File: config.mk
export PLATFORM = sky130hd
export DESIGN_NAME = dcag_channel
export DESIGN_NICKNAME = d
export VERILOG_FILES = /design/src/rtl/dcag_addr_calc.v /design/src/rtl/dcag_channel.v
export VERILOG_INCLUDE_DIRS = /design/src /design/src/rtl
export SDC_FILE = /design/constraint.sdc
export NUM_CORES = 1
export LEC_CHECK = 0
export BUFFER_PORTS_ARGS = -buffer_cell sky130_fd_sc_hd__buf_2
export CELL_PAD_IN_SITES_DETAIL_PLACEMENT = 0
export CELL_PAD_IN_SITES_GLOBAL_PLACEMENT = 1
export CORE_UTILIZATION = 46
export CTS_CLUSTER_SIZE = 30
export DETAILED_ROUTE_END_ITERATION = 7
export PLACE_DENSITY_LB_ADDON = 0.1
export SYNTH_ARGS = -nofsm -noshare
export SYNTH_HDL_FRONTEND = slang
export SYNTH_SLANG_ARGS = --single-unit
File: constraint.sdc
create_clock -name CLK -period 5.2 [get_ports CLK]
set_input_delay 0.26 -clock CLK [delete_from_list [all_inputs] [get_ports CLK]]
set_output_delay 0.26 -clock CLK [all_outputs]
set_load 0.03 [all_outputs]
File: src/rtl/dcag_consts.vh
// constants and register map of the dma channel address generator
`ifndef DCAG_CONSTS_VH
`define DCAG_CONSTS_VH

// ----------------------------------------------------------------
// register offsets
// ----------------------------------------------------------------
`define DCAG_REG_CTRL 4'h0
`define DCAG_REG_STA 4'h1
`define DCAG_REG_STB 4'h2
`define DCAG_REG_PAD 4'h3
`define DCAG_REG_CNT 4'h4
`define DCAG_REG_STAT 4'h5
`define DCAG_REG_SWREQ 4'h6

// ----------------------------------------------------------------
// control field positions, mode codes, increments and reset values
// ----------------------------------------------------------------
`define DCAG_CTL_ADDRESSING_MODE_SELECT_LO 0
`define DCAG_CTL_ADDRESSING_MODE_SELECT_HI 1
`define DCAG_CTL_PINGPONG 2
`define DCAG_CTL_ONESHOT 3
`define DCAG_CTL_HALF 4
`define DCAG_CTL_DIR 13
`define DCAG_CTL_SIZE 14
`define DCAG_CTL_EN 15
`define DCAG_CTL_RST 16'h0000
`define DCAG_ADDRESSING_MODE_SELECT_POSTINC 2'h0
`define DCAG_ADDRESSING_MODE_SELECT_NOINC 2'h1
`define DCAG_INC_WORD 16'h0002
`define DCAG_INC_BYTE 16'h0001
`define DCAG_CNT_RST 10'h000

`endif

File: src/rtl/dcag_addr_calc.v
// next-address arithmetic for one dma channel
`timescale 1ns/100ps
`include "dcag_consts.vh"

module dcag_addr_calc (
  input wire [1:0] addressing_mode_select, // addressing mode select
  input wire size_byte, // 1: byte elements
  input wire [15:0] run_addr, // running ram offset
  input wire [15:0] base_addr, // selected start offset
  input wire [15:0] per_addr, // peripheral address, zero-extended
  output reg [15:0] xfer_addr, // offset used by this transfer
  output reg [15:0] next_addr // running offset after it
);
  always @* begin
    if (addressing_mode_select[`DCAG_CTL_ADDRESSING_MODE_SELECT_HI]) begin
      xfer_addr = base_addr | per_addr;
      next_addr = run_addr;
    end else begin
      xfer_addr = run_addr;
      if (addressing_mode_select[`DCAG_CTL_ADDRESSING_MODE_SELECT_LO]) begin
        next_addr = run_addr;
      end else if (size_byte) begin
        next_addr = run_addr + `DCAG_INC_BYTE;
      end else begin
        next_addr = run_addr + `DCAG_INC_WORD;
      end
    end
  end
endmodule

File: src/rtl/dcag_channel.v
// one dma channel: registers, block sequencing and ram addressing
//
// Decided for this implementation: the placing of the registers and the address-and-strobe port.
`timescale 1ns/100ps
`include "dcag_consts.vh"

module dcag_channel (
  input wire CLK, // system clock, 100 MHz
  input wire SYS_RST, // async reset, active high
  input wire [3:0] REG_ADDR, // register index
  input wire [15:0] REG_WDATA, // write data
  input wire REG_WR, // write strobe
  input wire REG_RD, // read strobe
  output reg [15:0] REG_RDATA, // read data, cycle after strobe
  input wire PER_REQ, // peripheral request pulse, same clock
  input wire [15:0] PER_ADDR, // peripheral address, unused high 0
  output reg RAM_WE, // ram write strobe
  output reg RAM_RE, // ram read strobe
  output reg [15:0] RAM_ADDR, // ram byte offset
  output reg RAM_BYTE, // byte-sized access
  output reg PERI_WE, // peripheral register write strobe
  output reg PERI_RE, // peripheral register read strobe
  output reg [15:0] PERI_ADDR, // peripheral register address
  output reg IRQ_PULSE, // one-cycle event to interrupt ctrl
  output reg ACTIVE // channel enabled and running
);

  // ----------------------------------------------------------------
  // states
  // ----------------------------------------------------------------
  localparam [2:0] ST_IDLE = 3'b001;
  localparam [2:0] ST_LOAD = 3'b010;
  localparam [2:0] ST_RUN = 3'b100;

  reg [15:0] ctrl_q;
  reg [15:0] sta_q;
  reg [15:0] stb_q;
  reg [15:0] pad_q;
  reg [9:0] cnt_q;
  reg [15:0] run_q;
  reg [15:0] last_q;
  reg [9:0] done_q;
  reg buf_b_q;
  reg [2:0] st_q;
  reg swreq_q;
  wire [15:0] xfer_addr;
  wire [15:0] next_addr;
  wire [15:0] base_sel;
  wire req;
  wire blk_end;
  wire half_hit;
  wire [10:0] half_cnt;

  function wr_hit;
    input [3:0] a;
    input [3:0] r;
    begin
      wr_hit = REG_WR && (a == r);
    end
  endfunction

  assign base_sel = buf_b_q ? stb_q : sta_q;
  assign req = (PER_REQ || swreq_q) && (st_q == ST_RUN);
  assign blk_end = (done_q == cnt_q);
  // half point: (cnt+2)/2 transfers, rounds up for odd sizes
  assign half_cnt = ({1'b0, cnt_q} + 11'h002) >> 1;
  assign half_hit = ({1'b0, done_q} + 11'h001) == half_cnt;

  dcag_addr_calc u_calc (
    .addressing_mode_select(ctrl_q[`DCAG_CTL_ADDRESSING_MODE_SELECT_HI:`DCAG_CTL_ADDRESSING_MODE_SELECT_LO]),
    .size_byte(ctrl_q[`DCAG_CTL_SIZE]),
    .run_addr(run_q),
    .base_addr(base_sel),
    .per_addr(PER_ADDR),
    .xfer_addr(xfer_addr),
    .next_addr(next_addr)
  );

  // ----------------------------------------------------------------
  // software registers
  // ----------------------------------------------------------------
  always @(posedge CLK or posedge SYS_RST) begin
    if (SYS_RST) begin
      ctrl_q <= `DCAG_CTL_RST;
      sta_q <= 16'h0000;
      stb_q <= 16'h0000;
      pad_q <= 16'h0000;
      cnt_q <= `DCAG_CNT_RST;
      swreq_q <= 1'b0;
    end else begin
      if (wr_hit(REG_ADDR, `DCAG_REG_CTRL)) begin
        ctrl_q <= REG_WDATA; // mode change leaves run_q
      end
      // start values are never touched by address advance
      if (wr_hit(REG_ADDR, `DCAG_REG_STA)) begin
        sta_q <= REG_WDATA;
      end
      if (wr_hit(REG_ADDR, `DCAG_REG_STB)) begin
        stb_q <= REG_WDATA;
      end
      if (wr_hit(REG_ADDR, `DCAG_REG_PAD)) begin
        pad_q <= REG_WDATA;
      end
      if (wr_hit(REG_ADDR, `DCAG_REG_CNT)) begin
        cnt_q <= REG_WDATA[9:0];
      end
      if (wr_hit(REG_ADDR, `DCAG_REG_SWREQ)) begin
        swreq_q <= REG_WDATA[0];
      end else if (req) begin
        swreq_q <= 1'b0;
      end
    end
  end

  // ----------------------------------------------------------------
  // read port
  // ----------------------------------------------------------------
  always @(posedge CLK or posedge SYS_RST) begin
    if (SYS_RST) begin
      REG_RDATA <= 16'h0000;
    end else if (REG_RD) begin
      case (REG_ADDR)
        `DCAG_REG_CTRL: REG_RDATA <= ctrl_q;
        // both offset reads show the latest transfer offset
        `DCAG_REG_STA: REG_RDATA <= last_q;
        `DCAG_REG_STB: REG_RDATA <= last_q;
        `DCAG_REG_PAD: REG_RDATA <= pad_q;
        `DCAG_REG_CNT: REG_RDATA <= {6'h00, cnt_q};
        `DCAG_REG_STAT: REG_RDATA <= {3'h0, buf_b_q, 2'h0, done_q};
        default: REG_RDATA <= 16'h0000;
      endcase
    end else begin
      REG_RDATA <= 16'h0000;
    end
  end

  // ----------------------------------------------------------------
  // block sequencer and address state
  // ----------------------------------------------------------------
  always @(posedge CLK or posedge SYS_RST) begin
    if (SYS_RST) begin
      st_q <= ST_IDLE;
      run_q <= 16'h0000;
      last_q <= 16'h0000;
      done_q <= 10'h000;
      buf_b_q <= 1'b0;
      RAM_WE <= 1'b0;
      RAM_RE <= 1'b0;
      RAM_ADDR <= 16'h0000;
      RAM_BYTE <= 1'b0;
      PERI_WE <= 1'b0;
      PERI_RE <= 1'b0;
      PERI_ADDR <= 16'h0000;
      IRQ_PULSE <= 1'b0;
      ACTIVE <= 1'b0;
    end else begin
      RAM_WE <= 1'b0;
      RAM_RE <= 1'b0;
      PERI_WE <= 1'b0;
      PERI_RE <= 1'b0;
      IRQ_PULSE <= 1'b0;
      ACTIVE <= ctrl_q[`DCAG_CTL_EN] && (st_q != ST_IDLE);
      case (st_q)
        ST_IDLE: begin
          buf_b_q <= 1'b0;
          if (ctrl_q[`DCAG_CTL_EN]) begin
            st_q <= ST_LOAD;
          end
        end
        ST_LOAD: begin
          run_q <= base_sel;
          done_q <= 10'h000;
          st_q <= ST_RUN;
        end
        ST_RUN: begin
          if (!ctrl_q[`DCAG_CTL_EN]) begin
            st_q <= ST_IDLE;
          end else if (req) begin
            // same sequencing whatever the addressing mode
            RAM_ADDR <= xfer_addr;
            RAM_BYTE <= ctrl_q[`DCAG_CTL_SIZE];
            PERI_ADDR <= pad_q;
            RAM_RE <= ctrl_q[`DCAG_CTL_DIR];
            PERI_WE <= ctrl_q[`DCAG_CTL_DIR];
            RAM_WE <= !ctrl_q[`DCAG_CTL_DIR];
            PERI_RE <= !ctrl_q[`DCAG_CTL_DIR];
            last_q <= xfer_addr;
            run_q <= next_addr;
            done_q <= done_q + 10'h001;
            // flag clearing is the interrupt controller's job
            IRQ_PULSE <= ctrl_q[`DCAG_CTL_HALF] ? half_hit
                                                : blk_end;
            if (blk_end) begin
              if (ctrl_q[`DCAG_CTL_PINGPONG]) begin
                buf_b_q <= !buf_b_q;
              end
              if (ctrl_q[`DCAG_CTL_ONESHOT] &&
                  (!ctrl_q[`DCAG_CTL_PINGPONG] || buf_b_q)) begin
                st_q <= ST_IDLE;
              end else begin
                st_q <= ST_LOAD;
              end
            end
          end
        end
        default: st_q <= ST_IDLE;
      endcase
    end
  end

endmodule

==> results of run 1 <==
logic make-up (layout without fill, tap and decap cells):
group / count (synthesis) / in the layout / share of synthesized area
adder cells (fa/ha/maj): 4 / 4 / 0.00645
XOR/XNOR: 33 / 33 / 0.0425
buffers and inverters: 59 / 138 / 0.0324
multiplexers: 97 / 97 / 0.139
flip-flops: 158 / 158 / 0.509
AND/OR/NAND/NOR: 234 / 234 / 0.140
AO/OA/AOI/OAI: 159 / 159 / 0.130
sequential cells by signal, indices dropped and copies added, names as in the netlist:
register / flops
IRQ_PULSE: 1
done_q: 10
stb_q: 16
st_q: 3
PERI_ADDR: 16
cnt_q: 10
run_q: 16
PERI_RE: 1
swreq_q: 1
PERI_WE: 1
REG_RDATA: 16
RAM_BYTE: 1
sta_q: 16
last_q: 16
ctrl_q: 16
ACTIVE: 1
pad_q: 16
buf_b_q: 1
path summary, 6_finish.rpt:
path / slack (ns) / end
worst min register to register: 0.47 / PERI_ADDR[0]$_DFFE_PP0P_
worst max register to register: 2.37 / IRQ_PULSE$_DFF_PP0_
worst max-delay path: 2.37 / IRQ_PULSE$_DFF_PP0_
worst min-delay path: 0.08 / PERI_ADDR[10]$_DFFE_PP0P_
min in group CLK: 0.14 / ctrl_q[2]$_DFFE_PP0P_
max in group asynchronous: 3.89 / pad_q[6]$_DFFE_PP0P_
metal layers:
metal  up-vias  routed length [microns]  global-route usage
met3        17                     1140              0.0565
li1       2789                        -                   -
met2       173                     9680               0.390
met5         -                        0                   0
met1      2985                    10000               0.366
met4         0                      264              0.0704
through the flow:
step	instances	setup slack (ns)	area, sq um	util
6_report	1043	2.37	8980	0.543
5_1_grt	1043	2.27	8980	0.543
4_1_cts	1043	2.37	8980	0.543
3_5_place_dp	1012	2.39	8360	0.506
3_3_place_gp	1012	2.54	8360	0.506
2_1_floorplan	744	0.678	7760	-
cell type report:
cell class,instances,area (sq um)
fillers,1507,7550
repair buffers,102,528
clock buffers,21,450
flip-flops and latches,158,3960
well taps,220,275
multi-input cells,527,3580
clock inverters,10,163
inverters,5,23.8
power groups by stage:
stage	Sequential [mW]	Clock, mW	Combinational (mW)
CTS	1.88	1.33	1.03
detailed placement	1.90	0	1.02
global placement	1.88	0	1.00
finish	1.89	1.31	1.02
floorplan	1.89	0	0.674
global route	1.93	1.38	1.13
cells in the mapped netlist (all sizes together), types with 12 or more instances:
cell	instances	area, sq um
dfrtp	157	3930
nand2	117	439
nand3	22	110
a21oi	31	155
clkbuf	37	139
mux2i	12	120
nor2	39	149
a22oi	12	90.1
buf	17	93.8
mux2	85	957
xnor2	19	166
o21ai	62	310
==> run metrics, run 1 <==
critical path depth 5; post-route setup TNS 0 ns; gr usage total 0.256; Clk network pwr share 0.311; critical-path cell list or3b_2 > nor2_2 > nand4_1 > nor4_1 > a41o_1; Reg power frac 0.447; ys async rst share 1.00; hold slack 0.0767 ns; buffer levels on the longest clock path 2; Rel. slew slack 0.241; VDD IR max 0.281 mV; Combinational Power Share 0.242; Syn Nets 789; HP Class input port to asynchronous set/reset pin; final hold violations 0; clock root buffer clkbuf_16; Synth Flop Type dfrtp_1; DRC errors left 0; worst-path fanout max 24; Max-cap violations 0; Post-synth EDFFs 0; Clock Skews 0.00735 ns; P_leak 4.08 nW; Syn Area/Cell 10.4 sq um; fmax ~350 MHz; crit-path leading delay family simple AND/OR/NAND/NOR gates; buffer count from post-CTS setup fixing 0; DP Wirelength 14600 microns; status finished clean; most common cell after layout, fill and taps aside dfrtp_1; Core Area 16500 sq um; hold_buf cts 0; worst path required time 5.56 ns; Final Cycle Share 0.545; register area share after synthesis 0.509; number of buffers created by CTS 17; CP max stage cell nor2_2; Pint 2.77 mW; sw frac 0.342; Area growth, synth to finish 15.6%; RSZ-0062 raised after global routing no; routed len/inst just over 20 microns; ant diodes 0; port bufs 95; Initial Util 0.470; CP peak stage delay 0.87 ns; first-pass GRT wire length approximately 34000 microns; DIE AREA 17400 sq um; Switch Pwr approximately 1.4 mW; FF-to-FF path depth 5; grt total ovfl 0; DR pass1 iterations 6; drt first-iter violations between 500 and 600; Cell variety after synth 57; CTS tree yes; RD Place Congestion 0.880; Overall Power 4.22 mW; DIE WIDTH 132 microns; clock sink total 158; ratio of cells with drive above 1 in the final layout 0.277; final wirelength 21100 microns; row count 47; cell area after synthesis 7760 sq um; CP Launch Point st_q[1]$_DFFE_PP0P_; DIE HEIGHT 132 microns; most frequent cells in the layout 157 x dfrtp_1, 116 x nand2_1, 95 x buf_2; worst-margin pin slew approximately 1.1 ns; H-Tree Depth 4; vias in the first global route just under 6000; largest net degree at the start of global routing 114; initial antenna violation count 0; CP Buf/Inv Count 0; DRT antenna net count 0; Critical Path End Type flip-flop; worst path arrival time 3.19 ns; Mapped Cells between 700 and 800; Via-to-Cell Ratio 5.72; Syn. warnings 0; via total after detailed routing 5964; Synth Register Bits 158; setup violators final 0; worst skew pair latency 0.42 ns; I/O pin count 96; Tmin final 2.83 ns; power per cell area about 470 nW/um^2; Crit Reg-Reg Startpoint st_q[1]$_DFFE_PP0P_; WS Path Type flip-flop to flip-flop; CTS clk-pin slew, worst paths 0.06 ns; CP Launch Type flip-flop; Layout Nets between 800 and 900; PostCTS Resize Cnt 0; max-slew violation count 0
(Power assumes the default switching activity.)
==> run 2, diff against run 1 <==
Settings changed: ABC_AREA from default to 1, CORE_UTILIZATION 46 to 43.
Clock period 5.2 ns to 2.72 ns, I/O delays scaled along.
==> run 2 against run 1 <==
Net effect:
- core utilization fell by 2.6 points
- sequential power increased by 70%
- setup slack worse by 1.7 ns
- final cell count is 26% higher
- synthesized cell count increased by 33%
- clock skew grew 0.00062 ns
- critical path depth is 6 higher
- sequential share of layout area shrank 0.48 points
- wire length is 11% higher
- global-route usage grew 1.1 points
- first-iteration DRC count increased by 17%
- critical endpoint is now run_q[12]$_DFFE_PP0P_
==> run metrics, run 2 <==
DIE WIDTH 137 microns; clock root buffer clkbuf_16; final hold violations 0; Final Cycle Share 0.758; Post-synth EDFFs 0; routed len/inst 17.9 microns; DR pass1 iterations 5; top-count cell post-synth nand2_1; Core Area between 15000 and 20000 sq um; Mapped Cells around 1000; Synth top cells by count 302 x nand2_1, 157 x dfrtp_1, 121 x o21ai_0; DP Wirelength 16300 microns; met1 Use GR 0.372; ratio of cells with drive above 1 in the final layout 0.150; leading area contributor after synthesis dfrtp_1; Via-to-Cell Ratio roughly 5.3; Placed Cells between 1000 and 1500; register area share after synthesis 0.506; Critical Path End Type flip-flop; P_leak 4.57 nW; worst-path fanout max 19; Cell variety after synth 40; Final Instance Count excl. Fillers around 1300; grt total ovfl 0; H-Tree Depth 4; WS Path Type flip-flop to flip-flop; Synth Flop Type dfrtp_1; fin worst setup slack 0.659 ns; VDD IR max ~0.44 mV; cell area after synthesis ~7800 sq um; RSZ-0062 raised after global routing no; footprint of the multi-input gates 3210 sq um; FF-to-FF path depth 11; DIE HEIGHT 137 microns; Register Area 3960 sq um; largest family of logic cells by synthesized area simple AND/OR/NAND/NOR gates; fraction of the mapped netlist area in simple logic gates 0.225; Max-cap violations 0; hold slack roughly 0.032 ns; worst-margin pin slew 0.780 ns; vias in the first global route 6614; Cell Area, Placed roughly 8500 sq um; busiest grt layer met2; Layout Nets 1122; setup violators final 0; Clock Skews around 0.008 ns; Tmin final 2.06 ns; most common cell after layout, fill and taps aside nand2_1; Syn Nets between 1000 and 1500; worst skew pair latency 0.42 ns; CP Launch Point st_q[0]$_DFFE_PP1P_; CP max stage cell dfstp_2; power per cell area 812 nW/um^2; clock sink total 158; critical-path cell list nor2_1 > nand2_1 > buf_4 > nor2_2 > nand2_1 > nand2_1 > nand2_1 > inv_2 > o21ai_0 > a21oi_1 > a21oi_1; Syn. warnings 0; I/O pin count 96; most frequent cells in the layout 302 x nand2_1, 157 x dfrtp_1, 121 x o21ai_0; CTS clk-pin slew, worst paths 0.06 ns; Area growth, synth to finish 16.1%; max-slew violation count 0; post-route setup TNS 0 ns; row count 48; worst path required time between 3 and 4 ns; mux contribution to synthesized area 0; FF-to-FF setup slack 0.66 ns; largest net degree at the start of global routing 100; CTS tree yes; xor and xnor area share after synthesis 0.00785; PostCTS Resize Cnt 0; Rel. slew slack 0.480; DIE AREA 18700 sq um; Global Route met3 Usage 0.0322; worst path arrival time about 2.4 ns; fillers 1733; final wirelength 23500 microns; via total after detailed routing 6932; Initial Util 0.446; met2 usage 0.437; top cells by area in the synthesized netlist dfrtp_1 50%, nand2_1 15%, o21ai_0 7.8%; CP peak stage delay roughly 0.37 ns; cell area after layout 9070 sq um; gr usage total 0.266; Post-Place Setup Slack 0.687 ns; ys async rst share 1.00; critical path endpoint run_q[12]$_DFFE_PP0P_; first-pass GRT wire length 37200 microns; RD Place Congestion 0.843; Synth Register Bits 158; CP Launch Type flip-flop; Crit Reg-Reg Startpoint st_q[0]$_DFFE_PP1P_; post-synthesis compound-gate area fraction 0.171; DRC errors left 0; buffer levels on the longest clock path 2; fmax 485 MHz; Syn Area/Cell 7.88 sq um; drt first-iter violations ~600; DRT antenna net count 0; port bufs 95; Adder-Cell Fraction of Synth Area 0.00641; status finished clean; r2r endpoint run_q[12]$_DFFE_PP0P_; Crit path top cell by count nand2_1; buffer count from post-CTS setup fixing 0; initial antenna violation count 0; HP Class input port to flip-flop; ant diodes 0; number of buffers created by CTS 17; post-synth top area share 0.503
-- run 2: changes by cell type in the layout (fill, tap and decap cells not counted), sizes merged, moves of 18 or more --
cell   change
inv      +111
mux2      -85
nand2    +187
nor2      +20
o21ai     +71
o22ai     +30
xnor2     -18
-- run 2: cells by family after synthesis --
kind of cell               count (synthesis)
buffers and inverters                    165
xor gates and xnor gates                   7
AOI/OAI and AO/OA                        234
DFF                                      158
and+or+nand+nor                          424
adders and majority gates                  4
-- run 2: layout make-up --
class,count,area share
Inverter,119,0.0496
Timing Repair Buffer,112,0.0681
Clock buffer,22,0.0523
Clock inverter,10,0.00979
Sequential cell,158,0.436
Tap cell,225,0.0310
Multi-Input combinational cell,669,0.353
-- run 2: layer usage --
metal  vias up  wire (microns)  part of all wire
li1       3421               -                 -
met1      3298           11400              0.48
met2       192           11000              0.47
met3        21             907             0.039
met4         0             281             0.012
met5         -               0                 0
-- run 2: where the power goes --
group / leakage [nW] / internal [mW] / switching [mW]
registers: 2.01 / 2.82 / 0.394
clock network: 0.268 / 1.33 / 0.971
logic: 2.29 / 0.609 / 1.25
-- run 2: worst min-delay path by stage --
stage                 startpoint                      to  slack, ns  cells past startpoint
floorplan                 REG_WR     swreq_q$_DFFE_PP0P_       0.32                      2
global placement         SYS_RST  last_q[15]$_DFFE_PP0P_       0.35                      3
detailed placement       SYS_RST  last_q[14]$_DFFE_PP0P_       0.35                      3
CTS                  PER_ADDR[5]   last_q[5]$_DFFE_PP0P_       0.03                      3
global route        REG_WDATA[5]    pad_q[5]$_DFFE_PP0P_       0.06                      3
finish               PER_ADDR[5]   last_q[5]$_DFFE_PP0P_       0.03                      3
-- run 2: critical path: cells and delay by family, from the launching register on --
kind                   cells  cell delay, ns
AND/OR/NAND/NOR            6            0.71
buffers and inverters      2            0.53
flip-flops                 1            0.37
AO/OA/AOI/OAI              3            0.34
-- run 2: metrics by stage --
| step | utilization | total power, mW |
|---|---|---|
| final | 0.517 | 7.37 |
| after global routing | 0.517 | 7.79 |
| after CTS | 0.517 | 7.41 |
| after detailed placement | 0.485 | 5.10 |
| after global placement | 0.485 | 5.09 |
| after floorplan | - | 4.50 |
-- run 2: timing repair --
action | 4_1_cts | 5_1_grt
endpoints found under the hold margin | 98 | 0
setup endpoints to repair | 0 | 0
hold buffers | 1 | 0
